File: src/hw/scia_pkg.sv
/*
 Constants shared by the smart card character engine: register map,
 control and event bit positions, reset values, sequencer and power states.
 Assumes a 20 MHz bus clock and byte-wide registers, one per 32-bit word.
*/
package scia_pkg;
    // Register byte addresses; wide values keep their low byte highest
    localparam logic [5:0] A_CTRL = 6'h00;
    localparam logic [5:0] A_STAT = 6'h04;
    localparam logic [5:0] A_ISR = 6'h08;
    localparam logic [5:0] A_IER = 6'h0C;
    localparam logic [5:0] A_TXB = 6'h10;
    localparam logic [5:0] A_RXB = 6'h14;
    localparam logic [5:0] A_ETU1 = 6'h18;
    localparam logic [5:0] A_ETU0 = 6'h1C;
    localparam logic [5:0] A_GT1 = 6'h20;
    localparam logic [5:0] A_GT0 = 6'h24;
    localparam logic [5:0] A_WT2 = 6'h28;
    localparam logic [5:0] A_WT1 = 6'h2C;
    localparam logic [5:0] A_WT0 = 6'h30;
    localparam logic [5:0] A_MAN = 6'h34;
    // Control bits; ETU_COMP is bit 7 of the ETU high byte
    localparam int C_UART = 0;
    localparam int C_WAIT_COUNTER_ENABLE = 1;
    localparam int C_INV = 2;
    localparam int C_REP = 3;
    localparam int C_ACT = 4;
    localparam int ETU_COMP = 7;
    // Event bits
    localparam int EV_RX = 0;
    localparam int EV_TX = 1;
    localparam int EV_PAR = 2;
    localparam int EV_WTO = 3;
    localparam int EV_INS = 4;
    localparam int EV_REM = 5;
    // Reset values
    localparam logic [7:0] ETU1_RST = 8'h01;
    localparam logic [7:0] ETU0_RST = 8'h74;
    localparam logic [7:0] GT0_RST = 8'h0C;
    localparam logic [7:0] WT2_RST = 8'h00;
    localparam logic [7:0] WT1_RST = 8'h25;
    localparam logic [7:0] WT0_RST = 8'h80;
    // Bit positions within a character frame, counted in ETU ticks
    localparam logic [3:0] B_PAR = 4'h9;
    localparam logic [3:0] B_REL = 4'hA;
    localparam logic [3:0] B_ERR = 4'hB;
    // Power sequence step time
    localparam int CLK_MHZ = 20;
    localparam int PWR_STEP_NS = 1000;
    localparam logic [7:0] PWR_STEP = 8'((PWR_STEP_NS * CLK_MHZ) / 1000);
    typedef enum logic [1:0] {S_IDLE, S_TX, S_RX, S_RXEND} scia_seq_t;
    typedef enum logic [1:0] {P_OFF, P_ACT, P_ON, P_DEACT} scia_pwr_t;
endpackage

File: src/hw/scia_core.sv
/*
 Smart card asynchronous character engine with AHB-Lite register slave.
 Assumes card_clk, card_present and card_io_in are asynchronous to hclk
 and that the card I/O line is open drain with a pull-up outside.
*/
`timescale 1ns/1ps
`default_nettype none
// Contract
// - Shifter converts serial line and bytes
// - Shifter keeps sent character for repeat
// - Direct or inverse order and inversion
// - Parity generated and checked
// - Separate transmit and receive buffers
// - Sequencer runs only in UART mode
// - Receive to transmit, transmit wins
// - 11-bit ETU divider on card clock
// - Compensation alternates n and n-1
// - ETU high byte bit 7 enables compensation
// - 9-bit guard counter per ETU
// - 24-bit waiting down counter per ETU
// - Waiting timeout interrupts and locks interface
// - Top byte write loads when enable low
// - Enable edges start, stop, recover counter
// - UART mode reloads on start bit
// - No power-up without card present
// - Card removal starts deactivation
// - One irq, cleared by source read
// - Events during source read deferred
// - Low byte at highest address
// - Auto repeat and error signal
// - Insert and remove interrupts
module scia_core
    import scia_pkg::*;
(
    input wire logic hclk,
    input wire logic hresetn,
    input wire logic hsel,
    input wire logic [31:0] haddr,
    input wire logic [1:0] htrans,
    input wire logic hwrite,
    input wire logic [2:0] hsize,
    input wire logic [31:0] hwdata,
    input wire logic hready,
    output logic hreadyout,
    output logic hresp,
    output logic [31:0] hrdata,
    input wire logic card_clk,
    input wire logic card_present,
    input wire logic card_io_in,
    output logic card_io_out,
    output logic card_io_oe,
    output logic card_vcc_en,
    output logic card_rst_n,
    output logic card_interface_irq
);
    typedef struct packed {
        logic [2:0] cs;
        logic [2:0] ps;
        logic [1:0] is;
        logic a_en;
        logic a_wr;
        logic [5:0] a_adr;
        logic [31:0] rdata;
        logic [7:0] ctrl;
        logic man;
        logic [5:0] ier;
        logic [5:0] isr;
        logic [5:0] defer;
        logic [7:0] txbuf;
        logic tx_full;
        logic [7:0] rxbuf;
        logic rx_full;
        logic rep;
        logic [7:0] etu1;
        logic [7:0] etu0;
        logic gt1;
        logic [7:0] gt0;
        logic [7:0] wt2;
        logic [7:0] wt1;
        logic [7:0] wt0;
        logic [10:0] etu_cnt;
        logic half;
        logic [8:0] gt_cnt;
        logic [23:0] wt_cnt;
        logic wt_run;
        logic wait_counter_enable_d;
        logic locked;
        logic [1:0] rec;
        scia_seq_t seq;
        logic [3:0] bitn;
        logic [7:0] sh;
        logic perr;
        logic drv;
        scia_pwr_t pwr;
        logic [7:0] pcnt;
        logic vcc;
        logic crst_n;
        logic pdrive;
    } scia_st_t;

    scia_st_t st;
    scia_st_t nx;
    logic [10:0] n;
    logic [10:0] per;
    logic tick;
    logic wr;
    logic wr_top;
    logic rd_isr;
    logic pres;
    logic io;
    logic inv;
    logic rise;
    logic fall;
    logic run_seq;
    logic [5:0] ev;
    logic [7:0] rb;

    // Line bit for the shifter's outgoing end, with convention applied
    function automatic logic out_bit(input logic [7:0] s, input logic i);
        out_bit = i ? ~s[7] : s[0];
    endfunction

    // Rotate so that eight shifts restore the character
    function automatic logic [7:0] rot(input logic [7:0] s, input logic i,
        input logic b);
        rot = i ? {s[6:0], b} : {b, s[7:1]};
    endfunction

    // Whole next state
    always_comb
    begin
        nx = st;
        ev = '0;
        rb = '0;
        rd_isr = 1'b0;
        nx.cs = {st.cs[1:0], card_clk};
        nx.ps = {st.ps[1:0], card_present};
        nx.is = {st.is[0], card_io_in};
        pres = st.ps[1];
        io = st.is[1];
        inv = st.ctrl[C_INV];
        n = {st.etu1[2:0], st.etu0};
        // Every second period, not the first, one cycle short when compensating
        per = (st.etu1[ETU_COMP] && st.half) ? n - 11'h001 : n;
        tick = 1'b0;
        // ETU divider on card clock rising edges
        if (st.cs[1] && !st.cs[2])
        begin
            if (st.etu_cnt + 11'h001 >= per)
            begin
                tick = 1'b1;
                nx.etu_cnt = '0;
                nx.half = ~st.half;
            end
            else
                nx.etu_cnt = st.etu_cnt + 11'h001;
        end
        // Guard counter saturates at its top
        if (tick && st.gt_cnt != 9'h1FF)
            nx.gt_cnt = st.gt_cnt + 9'h001;

        // Address phase: latch request and read data
        nx.a_en = hsel && htrans[1] && hready;
        nx.a_wr = hwrite;
        nx.a_adr = haddr[5:0];
        if (hsel && htrans[1] && hready && !hwrite && haddr[31:6] == '0)
        begin
            case (haddr[5:0])
                A_CTRL: rb = st.ctrl;
                A_STAT: rb = {2'h0, st.pwr == P_ON, pres, st.locked,
                    ~st.tx_full, st.rx_full, st.wt_run};
                A_ISR:
                begin
                    rb = {2'h0, st.isr | st.defer};
                    rd_isr = 1'b1;
                end
                A_IER: rb = {2'h0, st.ier};
                A_TXB: rb = st.txbuf;
                A_RXB:
                begin
                    rb = st.rxbuf;
                    nx.rx_full = 1'b0;
                end
                A_ETU1: rb = st.etu1;
                A_ETU0: rb = st.etu0;
                A_GT1: rb = {7'h0, st.gt1};
                A_GT0: rb = st.gt0;
                A_WT2: rb = st.wt2;
                A_WT1: rb = st.wt1;
                A_WT0: rb = st.wt0;
                A_MAN: rb = {7'h0, st.man};
                default: rb = '0;
            endcase
        end
        nx.rdata = {24'h0, rb};

        // Data phase writes
        wr = st.a_en && st.a_wr && hready;
        wr_top = wr && st.a_adr == A_WT2;
        if (wr)
        begin
            case (st.a_adr)
                A_CTRL: nx.ctrl = hwdata[7:0];
                A_IER: nx.ier = hwdata[5:0];
                A_TXB:
                begin
                    nx.txbuf = hwdata[7:0];
                    nx.tx_full = 1'b1;
                end
                A_ETU1: nx.etu1 = hwdata[7:0];
                A_ETU0: nx.etu0 = hwdata[7:0];
                A_GT1: nx.gt1 = hwdata[0];
                A_GT0: nx.gt0 = hwdata[7:0];
                A_WT2: nx.wt2 = hwdata[7:0];
                A_WT1: nx.wt1 = hwdata[7:0];
                A_WT0: nx.wt0 = hwdata[7:0];
                A_MAN: nx.man = hwdata[0];
                default: nx.man = st.man;
            endcase
        end

        // Waiting counter enable edges and recovery after timeout
        nx.wait_counter_enable_d = st.ctrl[C_WAIT_COUNTER_ENABLE];
        rise = st.ctrl[C_WAIT_COUNTER_ENABLE] && !st.wait_counter_enable_d;
        fall = !st.ctrl[C_WAIT_COUNTER_ENABLE] && st.wait_counter_enable_d;
        if (fall)
            nx.wt_run = 1'b0;
        if (st.locked)
        begin
            if (fall)
                nx.rec = 2'h1;
            else if (st.rec == 2'h1 && wr_top && !st.ctrl[C_WAIT_COUNTER_ENABLE])
                nx.rec = 2'h2;
            else if (st.rec == 2'h2 && rise)
            begin
                nx.locked = 1'b0;
                nx.rec = 2'h0;
                nx.wt_run = 1'b1;
            end
        end
        else if (rise)
            nx.wt_run = 1'b1;
        // Load all three bytes on top byte write while disabled
        if (wr_top && !st.ctrl[C_WAIT_COUNTER_ENABLE])
            nx.wt_cnt = {hwdata[7:0], st.wt1, st.wt0};
        else if (tick && st.wt_run && !st.locked && st.wt_cnt != '0)
        begin
            nx.wt_cnt = st.wt_cnt - 24'h000001;
            if (st.wt_cnt == 24'h000001)
            begin
                nx.locked = 1'b1;
                nx.rec = 2'h0;
                ev[EV_WTO] = 1'b1;
            end
        end

        // Character sequencer
        run_seq = st.ctrl[C_UART] && st.pwr == P_ON && !st.locked;
        case (st.seq)
            S_IDLE:
            begin
                nx.drv = 1'b0;
                // Transmit first once guard time has run out
                if (run_seq && (st.tx_full || st.rep)
                    && st.gt_cnt >= {st.gt1, st.gt0})
                begin
                    nx.seq = S_TX;
                    nx.drv = 1'b1;
                    nx.bitn = '0;
                    nx.etu_cnt = '0;
                    nx.half = 1'b0;
                    nx.gt_cnt = '0;
                    nx.rep = 1'b0;
                    if (!st.rep)
                    begin
                        nx.sh = st.txbuf;
                        nx.tx_full = wr && st.a_adr == A_TXB; // Fresh write stays
                    end
                    if (st.ctrl[C_WAIT_COUNTER_ENABLE])
                        nx.wt_cnt = {st.wt2, st.wt1, st.wt0};
                end
                else if (run_seq && !io)
                begin
                    nx.seq = S_RX;
                    nx.bitn = '0;
                    nx.perr = 1'b0;
                    nx.etu_cnt = {1'b0, n[10:1]};
                    nx.half = 1'b0;
                    if (st.ctrl[C_WAIT_COUNTER_ENABLE])
                        nx.wt_cnt = {st.wt2, st.wt1, st.wt0};
                end
            end
            S_TX:
            begin
                if (tick)
                begin
                    nx.bitn = st.bitn + 4'h1;
                    if (st.bitn < 4'h8)
                    begin
                        nx.drv = ~out_bit(st.sh, inv);
                        nx.sh = rot(st.sh, inv, st.sh[inv ? 7 : 0]);
                    end
                    else if (st.bitn + 4'h1 == B_PAR)
                        nx.drv = ~(^st.sh ^ inv);
                    else if (st.bitn + 4'h1 == B_REL)
                        nx.drv = 1'b0;
                    else
                    begin
                        nx.seq = S_IDLE;
                        if (!io && st.ctrl[C_REP])
                            nx.rep = 1'b1;
                        else
                            ev[EV_TX] = 1'b1;
                    end
                end
            end
            S_RX:
            begin
                if (tick)
                begin
                    nx.bitn = st.bitn + 4'h1;
                    if (st.bitn == '0 && io)
                        nx.seq = S_IDLE;
                    else if (st.bitn != '0 && st.bitn < B_PAR)
                        nx.sh = rot(st.sh, inv, io ^ inv);
                    else if (st.bitn == B_PAR)
                    begin
                        nx.seq = S_RXEND;
                        nx.bitn = '0;
                        nx.perr = ^st.sh ^ io ^ inv;
                        if (^st.sh ^ io ^ inv)
                            ev[EV_PAR] = 1'b1;
                        else
                        begin
                            nx.rxbuf = st.sh;
                            nx.rx_full = 1'b1;
                            ev[EV_RX] = 1'b1;
                        end
                    end
                end
            end
            S_RXEND:
            begin
                // Error signal for one ETU, then back to idle on the next tick
                if (tick)
                begin
                    nx.bitn = st.bitn + 4'h1;
                    nx.drv = st.bitn == '0 && st.perr && st.ctrl[C_REP];
                    if (st.bitn != '0)
                        nx.seq = S_IDLE;
                end
            end
            default: nx.seq = S_IDLE;
        endcase
        if (!run_seq)
        begin
            nx.seq = S_IDLE;
            nx.drv = 1'b0;
        end

        // Power sequencing and presence
        if (pres && !st.ps[2])
            ev[EV_INS] = 1'b1;
        if (!pres && st.ps[2])
        begin
            ev[EV_REM] = 1'b1;
            nx.ctrl[C_ACT] = 1'b0;
        end
        nx.pcnt = st.pcnt + 8'h01;
        case (st.pwr)
            P_OFF:
            begin
                nx.pcnt = '0;
                if (st.ctrl[C_ACT] && pres)
                    nx.pwr = P_ACT;
            end
            P_ACT:
            begin
                nx.vcc = 1'b1;
                if (!pres || !st.ctrl[C_ACT])
                begin
                    nx.pwr = P_DEACT;
                    nx.pcnt = '0;
                end
                else if (st.pcnt == PWR_STEP)
                begin
                    nx.crst_n = 1'b1;
                    nx.pwr = P_ON;
                end
            end
            P_ON:
            begin
                if (!pres || !st.ctrl[C_ACT])
                begin
                    nx.pwr = P_DEACT;
                    nx.pcnt = '0;
                end
            end
            P_DEACT:
            begin
                // Reset low, then I/O low, then supply off
                nx.crst_n = 1'b0;
                if (st.pcnt == PWR_STEP)
                    nx.pdrive = 1'b1;
                if (st.pcnt == PWR_STEP + PWR_STEP)
                begin
                    nx.vcc = 1'b0;
                    nx.pdrive = 1'b0;
                    nx.pwr = P_OFF;
                end
            end
            default: nx.pwr = P_OFF;
        endcase

        // Sticky sources; events during a source read wait one cycle
        nx.isr = rd_isr ? 6'h00 : st.isr | ev | st.defer;
        nx.defer = rd_isr ? ev : 6'h00;
    end

    // State register
    always_ff @(posedge hclk or negedge hresetn)
    begin
        if (!hresetn)
        begin
            st <= '0;
            st.etu1 <= ETU1_RST;
            st.etu0 <= ETU0_RST;
            st.gt0 <= GT0_RST;
            st.gt_cnt <= 9'h1FF;
            st.wt2 <= WT2_RST;
            st.wt1 <= WT1_RST;
            st.wt0 <= WT0_RST;
            st.seq <= S_IDLE;
            st.pwr <= P_OFF;
        end
        else
            st <= nx;
    end

    // Outputs
    assign hreadyout = 1'b1;
    assign hresp = 1'b0;
    assign hrdata = st.rdata;
    assign card_io_out = 1'b0;
    assign card_io_oe = st.drv || st.pdrive
        || (!st.ctrl[C_UART] && st.pwr == P_ON && !st.man);
    assign card_vcc_en = st.vcc;
    assign card_rst_n = st.crst_n;
    assign card_interface_irq = |(st.isr & st.ier);

    read_clear_a: assert property (@(posedge hclk) disable iff (!hresetn)
        rd_isr |=> st.isr == 6'h00)
        else $error("source read did not clear flags");
    defer_set_a: assert property (@(posedge hclk) disable iff (!hresetn)
        rd_isr && ev != '0 |=> ##1 (st.isr & $past(ev, 2)) == $past(ev, 2))
        else $error("event during source read lost");
    wt_lock_a: assert property (@(posedge hclk) disable iff (!hresetn)
        tick && st.wt_run && !st.locked && st.wt_cnt == 24'h000001
        && !wr_top |=> st.locked && st.isr[EV_WTO])
        else $error("timeout did not lock");
    lock_idle_a: assert property (@(posedge hclk) disable iff (!hresetn)
        st.locked |=> st.seq == S_IDLE)
        else $error("sequencer active while locked");
    wt_load_a: assert property (@(posedge hclk) disable iff (!hresetn)
        wr_top && !st.ctrl[C_WAIT_COUNTER_ENABLE] |=> st.wt_cnt == {st.wt2, st.wt1, st.wt0})
        else $error("top byte write did not load counter");
    guard_a: assert property (@(posedge hclk) disable iff (!hresetn)
        st.seq == S_IDLE ##1 st.seq == S_TX
        |-> $past(st.gt_cnt) >= {st.gt1, st.gt0} && st.gt_cnt <= 9'h001)
        else $error("transmit start inside guard time");
    no_card_a: assert property (@(posedge hclk) disable iff (!hresetn)
        st.pwr == P_OFF && !pres |=> st.pwr == P_OFF && !card_vcc_en)
        else $error("power applied without card");
    removal_a: assert property (@(posedge hclk) disable iff (!hresetn)
        st.pwr == P_ON && !pres |=> st.pwr == P_DEACT ##1 !card_rst_n)
        else $error("removal did not deactivate");
endmodule
`default_nettype wire

File: config.mk
export PLATFORM = sky130hd
export DESIGN_NAME = scia_core
export DESIGN_NICKNAME = d
export VERILOG_FILES = /design/src/hw/scia_pkg.sv /design/src/hw/scia_core.sv
export SDC_FILE = /design/constraint.sdc
export NUM_CORES = 1
export LEC_CHECK = 0
export BUFFER_PORTS_ARGS = -buffer_cell sky130_fd_sc_hd__buf_2
export CORE_AREA = 2 2 114 227
export CTS_CLUSTER_SIZE = 40
export DETAILED_ROUTE_END_ITERATION = 7
export DIE_AREA = 0 0 116 229
export PLACE_DENSITY_LB_ADDON = 0.25
export SYNTH_ARGS = -nofsm -noshare
export SYNTH_HDL_FRONTEND = slang
export SYNTH_SLANG_ARGS = --single-unit
File: constraint.sdc
create_clock -name hclk -period 3.3 [get_ports hclk]
set_clock_uncertainty 0.05 [all_clocks]
set_input_delay 0.165 -clock hclk [delete_from_list [all_inputs] [get_ports hclk]]
set_output_delay 0.165 -clock hclk [all_outputs]
set_load 0.1 [all_outputs]
==> metrics.md <==
| Metric | Value |
|---|---|
| Core area | 0.0248 mm² |
| R2R setup slack | -0.10 ns |
| Max Cap Violations | 0 |
| Netlist cell types | 83 |
| Sequential fraction of the synthesis area | 0.451 |
| Die height | 229 µm |
| Total overflow reported by the global router | 0 |
| Dpl cells | 1503 |
| Final nets | 1313 |
| Hold depth | 2 |
| Syn Area/Cell | 9.99 µm² |
| Period utilization | 1.03 |
| Ports | 116 |
| HPWL Detailed | 22.0 mm |
| Setup crit end kind | flop |
| Status | complete, but fails checks |
| Global Route met2 Usage | 0.382 |
| Asr flop ratio synth | 1.00 |
| Most frequent cells in the layout | dfrtp_1 (178), nor2_1 (93), nand2_1 (83), mux2_2 (81), a21oi_1 (60) |
| Synthesized cell area | 0.0110 mm² |
| Gpl congestion | 0.929 |
| CP arrival | 3.69 ns |
| Inserted Diodes | 0 |
| Final setup violation count | 23 |
| Slew Viols, Final | 0 |
| Max Freq | 294 MHz |
| Mapped Cells | 1105 |
| Post-synth EDFFs | 0 |
| FP Rows | 82 |
| Worst-path clk slew | 0.07 ns |
| Synth top area share | 0.403 |
| Slew headroom | 0.451 |
| Min-delay worst type | in2reg |
| Setup tns final | -1.13 ns |
| CTS tree | built |
| Vias/cell | 5.65 |
| Initial Util | 0.445 |
| Detail Route Antenna Nets | 0 |
| Leakage | 0.00566 µW |
| Clk root buf | clkbuf_16 |
| GR Util met3 | 0.0386 |
| GR met1 Demand/Resource | 0.279 |
| Die area | 0.0266 mm² |
| Initial antenna violation count | 0 |
| Clk_lat worst skew | 0.45 ns |
| PortBufs | 60 |
| RSZ-0062 raised after global routing | true |
| DRT Wirelength | 29.4 mm |
| GRT busiest layer | met2 |
| Worst r2r src | n[1] |
| DRT iter0 DRCs | 521 |
| Period minus WS final | 3.40 ns |
| DIE WIDTH | 116 µm |
| Worst vdd ir | 0.000344 V |
| Reg-to-reg endpoint | st[18] |
| Residual DRC count | 0 |
| Reg2Reg Depth | 12 |
| Largest cells by area after synthesis | dfrtp_1 (40%), mux2_2 (8.4%), dfstp_2 (4.8%), ha_1 (4.2%), nor2_1 (3.3%) |
| First-pass iteration count of the detailed router | 6 |
| Worst slack at placement | -0.284 ns |
| CP startpoint kind | flop |
| Worst-margin pin slew | 0.823 ns |
| Htree depth | 4 |
| CP Class | reg2reg |
| Ys flop type | dfrtp_1 |
| Fillcell total | 2308 |
| Vias post-DR | 8752 |
| Cell Pwr Density | 491 mW/mm² |
| Violated checks | setup timing |
| Share of cells above drive strength 1 | 0.256 |
| Yosys top cell by area | dfrtp_1 |
| CTS Buf Count | 17 |
| Hold Path Origin | htrans[1] |
| Worst endpoint required time | 3.58 ns |
| DR WL/cell | 19.0 µm |
| Vias in the first global route | 8781 |
| Crit Path Max Fanout | 8 |
| First-pass GRT wire length | 46.8 mm |
| Clock tree buffer depth | 2 |
| Hold endpoint | st[213] |
| Final Non-Filler Cells | 1548 |
| Final setup margin | -0.104 ns |
| Total GRT Usage | 0.227 |
| Most common cell after layout, fill and taps aside | dfrtp_1 |
| Sink Count | 198 |
| Final hold violations | 0 |
| Number of synthesized register bits | 198 |
| Pin count of the biggest net entering global routing | 92 |
| YS warnings | 0 |
| P&R area growth vs syn | 16.1% |
-- critical path: stages (launching register included) --
cell	delay, ns
dfrtp_1	0.40
or3_4	0.39
or3_4	0.38
nor3_4	0.18
xnor2_1	0.09
ha_1	0.31
and4_4	0.25
a31oi_4	0.10
a21oi_4	0.26
a31oi_4	0.12
a2111oi_4	0.21
buf_6	0.19
mux2_2	0.34
-- metrics by stage --
step                      hold slack, ns  power, µW   util  cell area [µm²]
after floorplan                   -0.181       3650      -            11200
after global placement             0.225       4030  0.478            11900
after detailed placement           0.226       4080  0.478            11900
after CTS                         0.0358       6230  0.511            12700
after global routing              0.0354       6570  0.516            12800
final                             0.0474       6300  0.516            12800
-- registers in the layout, summed over array words and instances (netlist names) --
signal,cells
card_rst_n,1
card_vcc_en,1
hrdata,8
inv,1
io,1
n,11
nx,6
st,169
-- power by group --
group	switching (µW)	internal [µW]	total, µW
clock	931	1130	2060
combinational	972	546	1520
sequential	147	2570	2720
total	2050	4250	6300
-- cells by family (layout without fill, tap and decap cells) --
kind of cell / Yosys count / after routing / share of synthesized area
XOR/XNOR: 58 / 58 / 0.0460
adder cells (fa/ha/maj): 37 / 37 / 0.0419
flip-flops: 198 / 198 / 0.451
AND/OR/NAND/NOR: 368 / 368 / 0.169
other: 2 / 27 / 0.000680
buffers and inverters: 118 / 200 / 0.0558
AO/OA/AOI/OAI: 225 / 225 / 0.136
multiplexers: 99 / 99 / 0.0991
-- area by class of cell --
class / instances / area, µm² / area share
inverter: 41 / 154 / 0.0120
timing repair buffer: 127 / 882 / 0.0688
multi-input combinational: 814 / 5810 / 0.453
tap: 336 / 420 / 0.0328
sequential: 198 / 4980 / 0.388
clock buffer: 19 / 443 / 0.0346
clock inverter: 13 / 133 / 0.0103
-- synthesized netlist by cell type, types with 4 or more instances --
library cell,number
nand3b_1,4
xor2_1,22
ha_1,37
dfstp_2,20
mux2i_1,17
nor2_1,96
a22o_1,7
or2_2,7
and3_1,13
nand2b_1,15
a31oi_1,14
nand3_1,32
nor3_1,30
nor4_1,18
o21ai_0,48
o22ai_1,13
or4_1,5
nand2_1,86
buf_1,7
a21o_1,5
clkbuf_1,28
inv_1,41
o31ai_1,5
mux2_2,82
a21oi_1,62
or3_1,12
buf_4,35
nand4_1,14
dfrtp_1,178
a221oi_1,13
nor2b_1,7
a22oi_1,18
xnor2_1,36
-- per-layer routing --
layer / vias to the layer above / share of wire
met1: 4353 / 0.41
met5: - / 0
met3: 59 / 0.035
met2: 231 / 0.51
met4: 0 / 0.043
li1: 4109 / -
-- how the worst max path moves through the flow --
stage               start     end  slack, ns  cells past startpoint
floorplan            n[1]  st[15]       0.01                     11
global placement     n[1]  st[20]      -0.20                     13
detailed placement   n[0]  st[22]      -0.28                     12
CTS                  n[1]  st[18]      -0.05                     12
global route         n[1]  st[16]      -0.27                     12
finish               n[1]  st[18]      -0.10                     12
-- what timing repair did --
item,4_1_cts,5_1_grt
hold buffers,11,0
hold endpoints to repair,84,0
setup endpoints to repair,54,69
setup buffers,1,0
pin swaps,2,10
cloned,0,1
gates resized for setup,25,36
(Power assumes the default switching activity.)
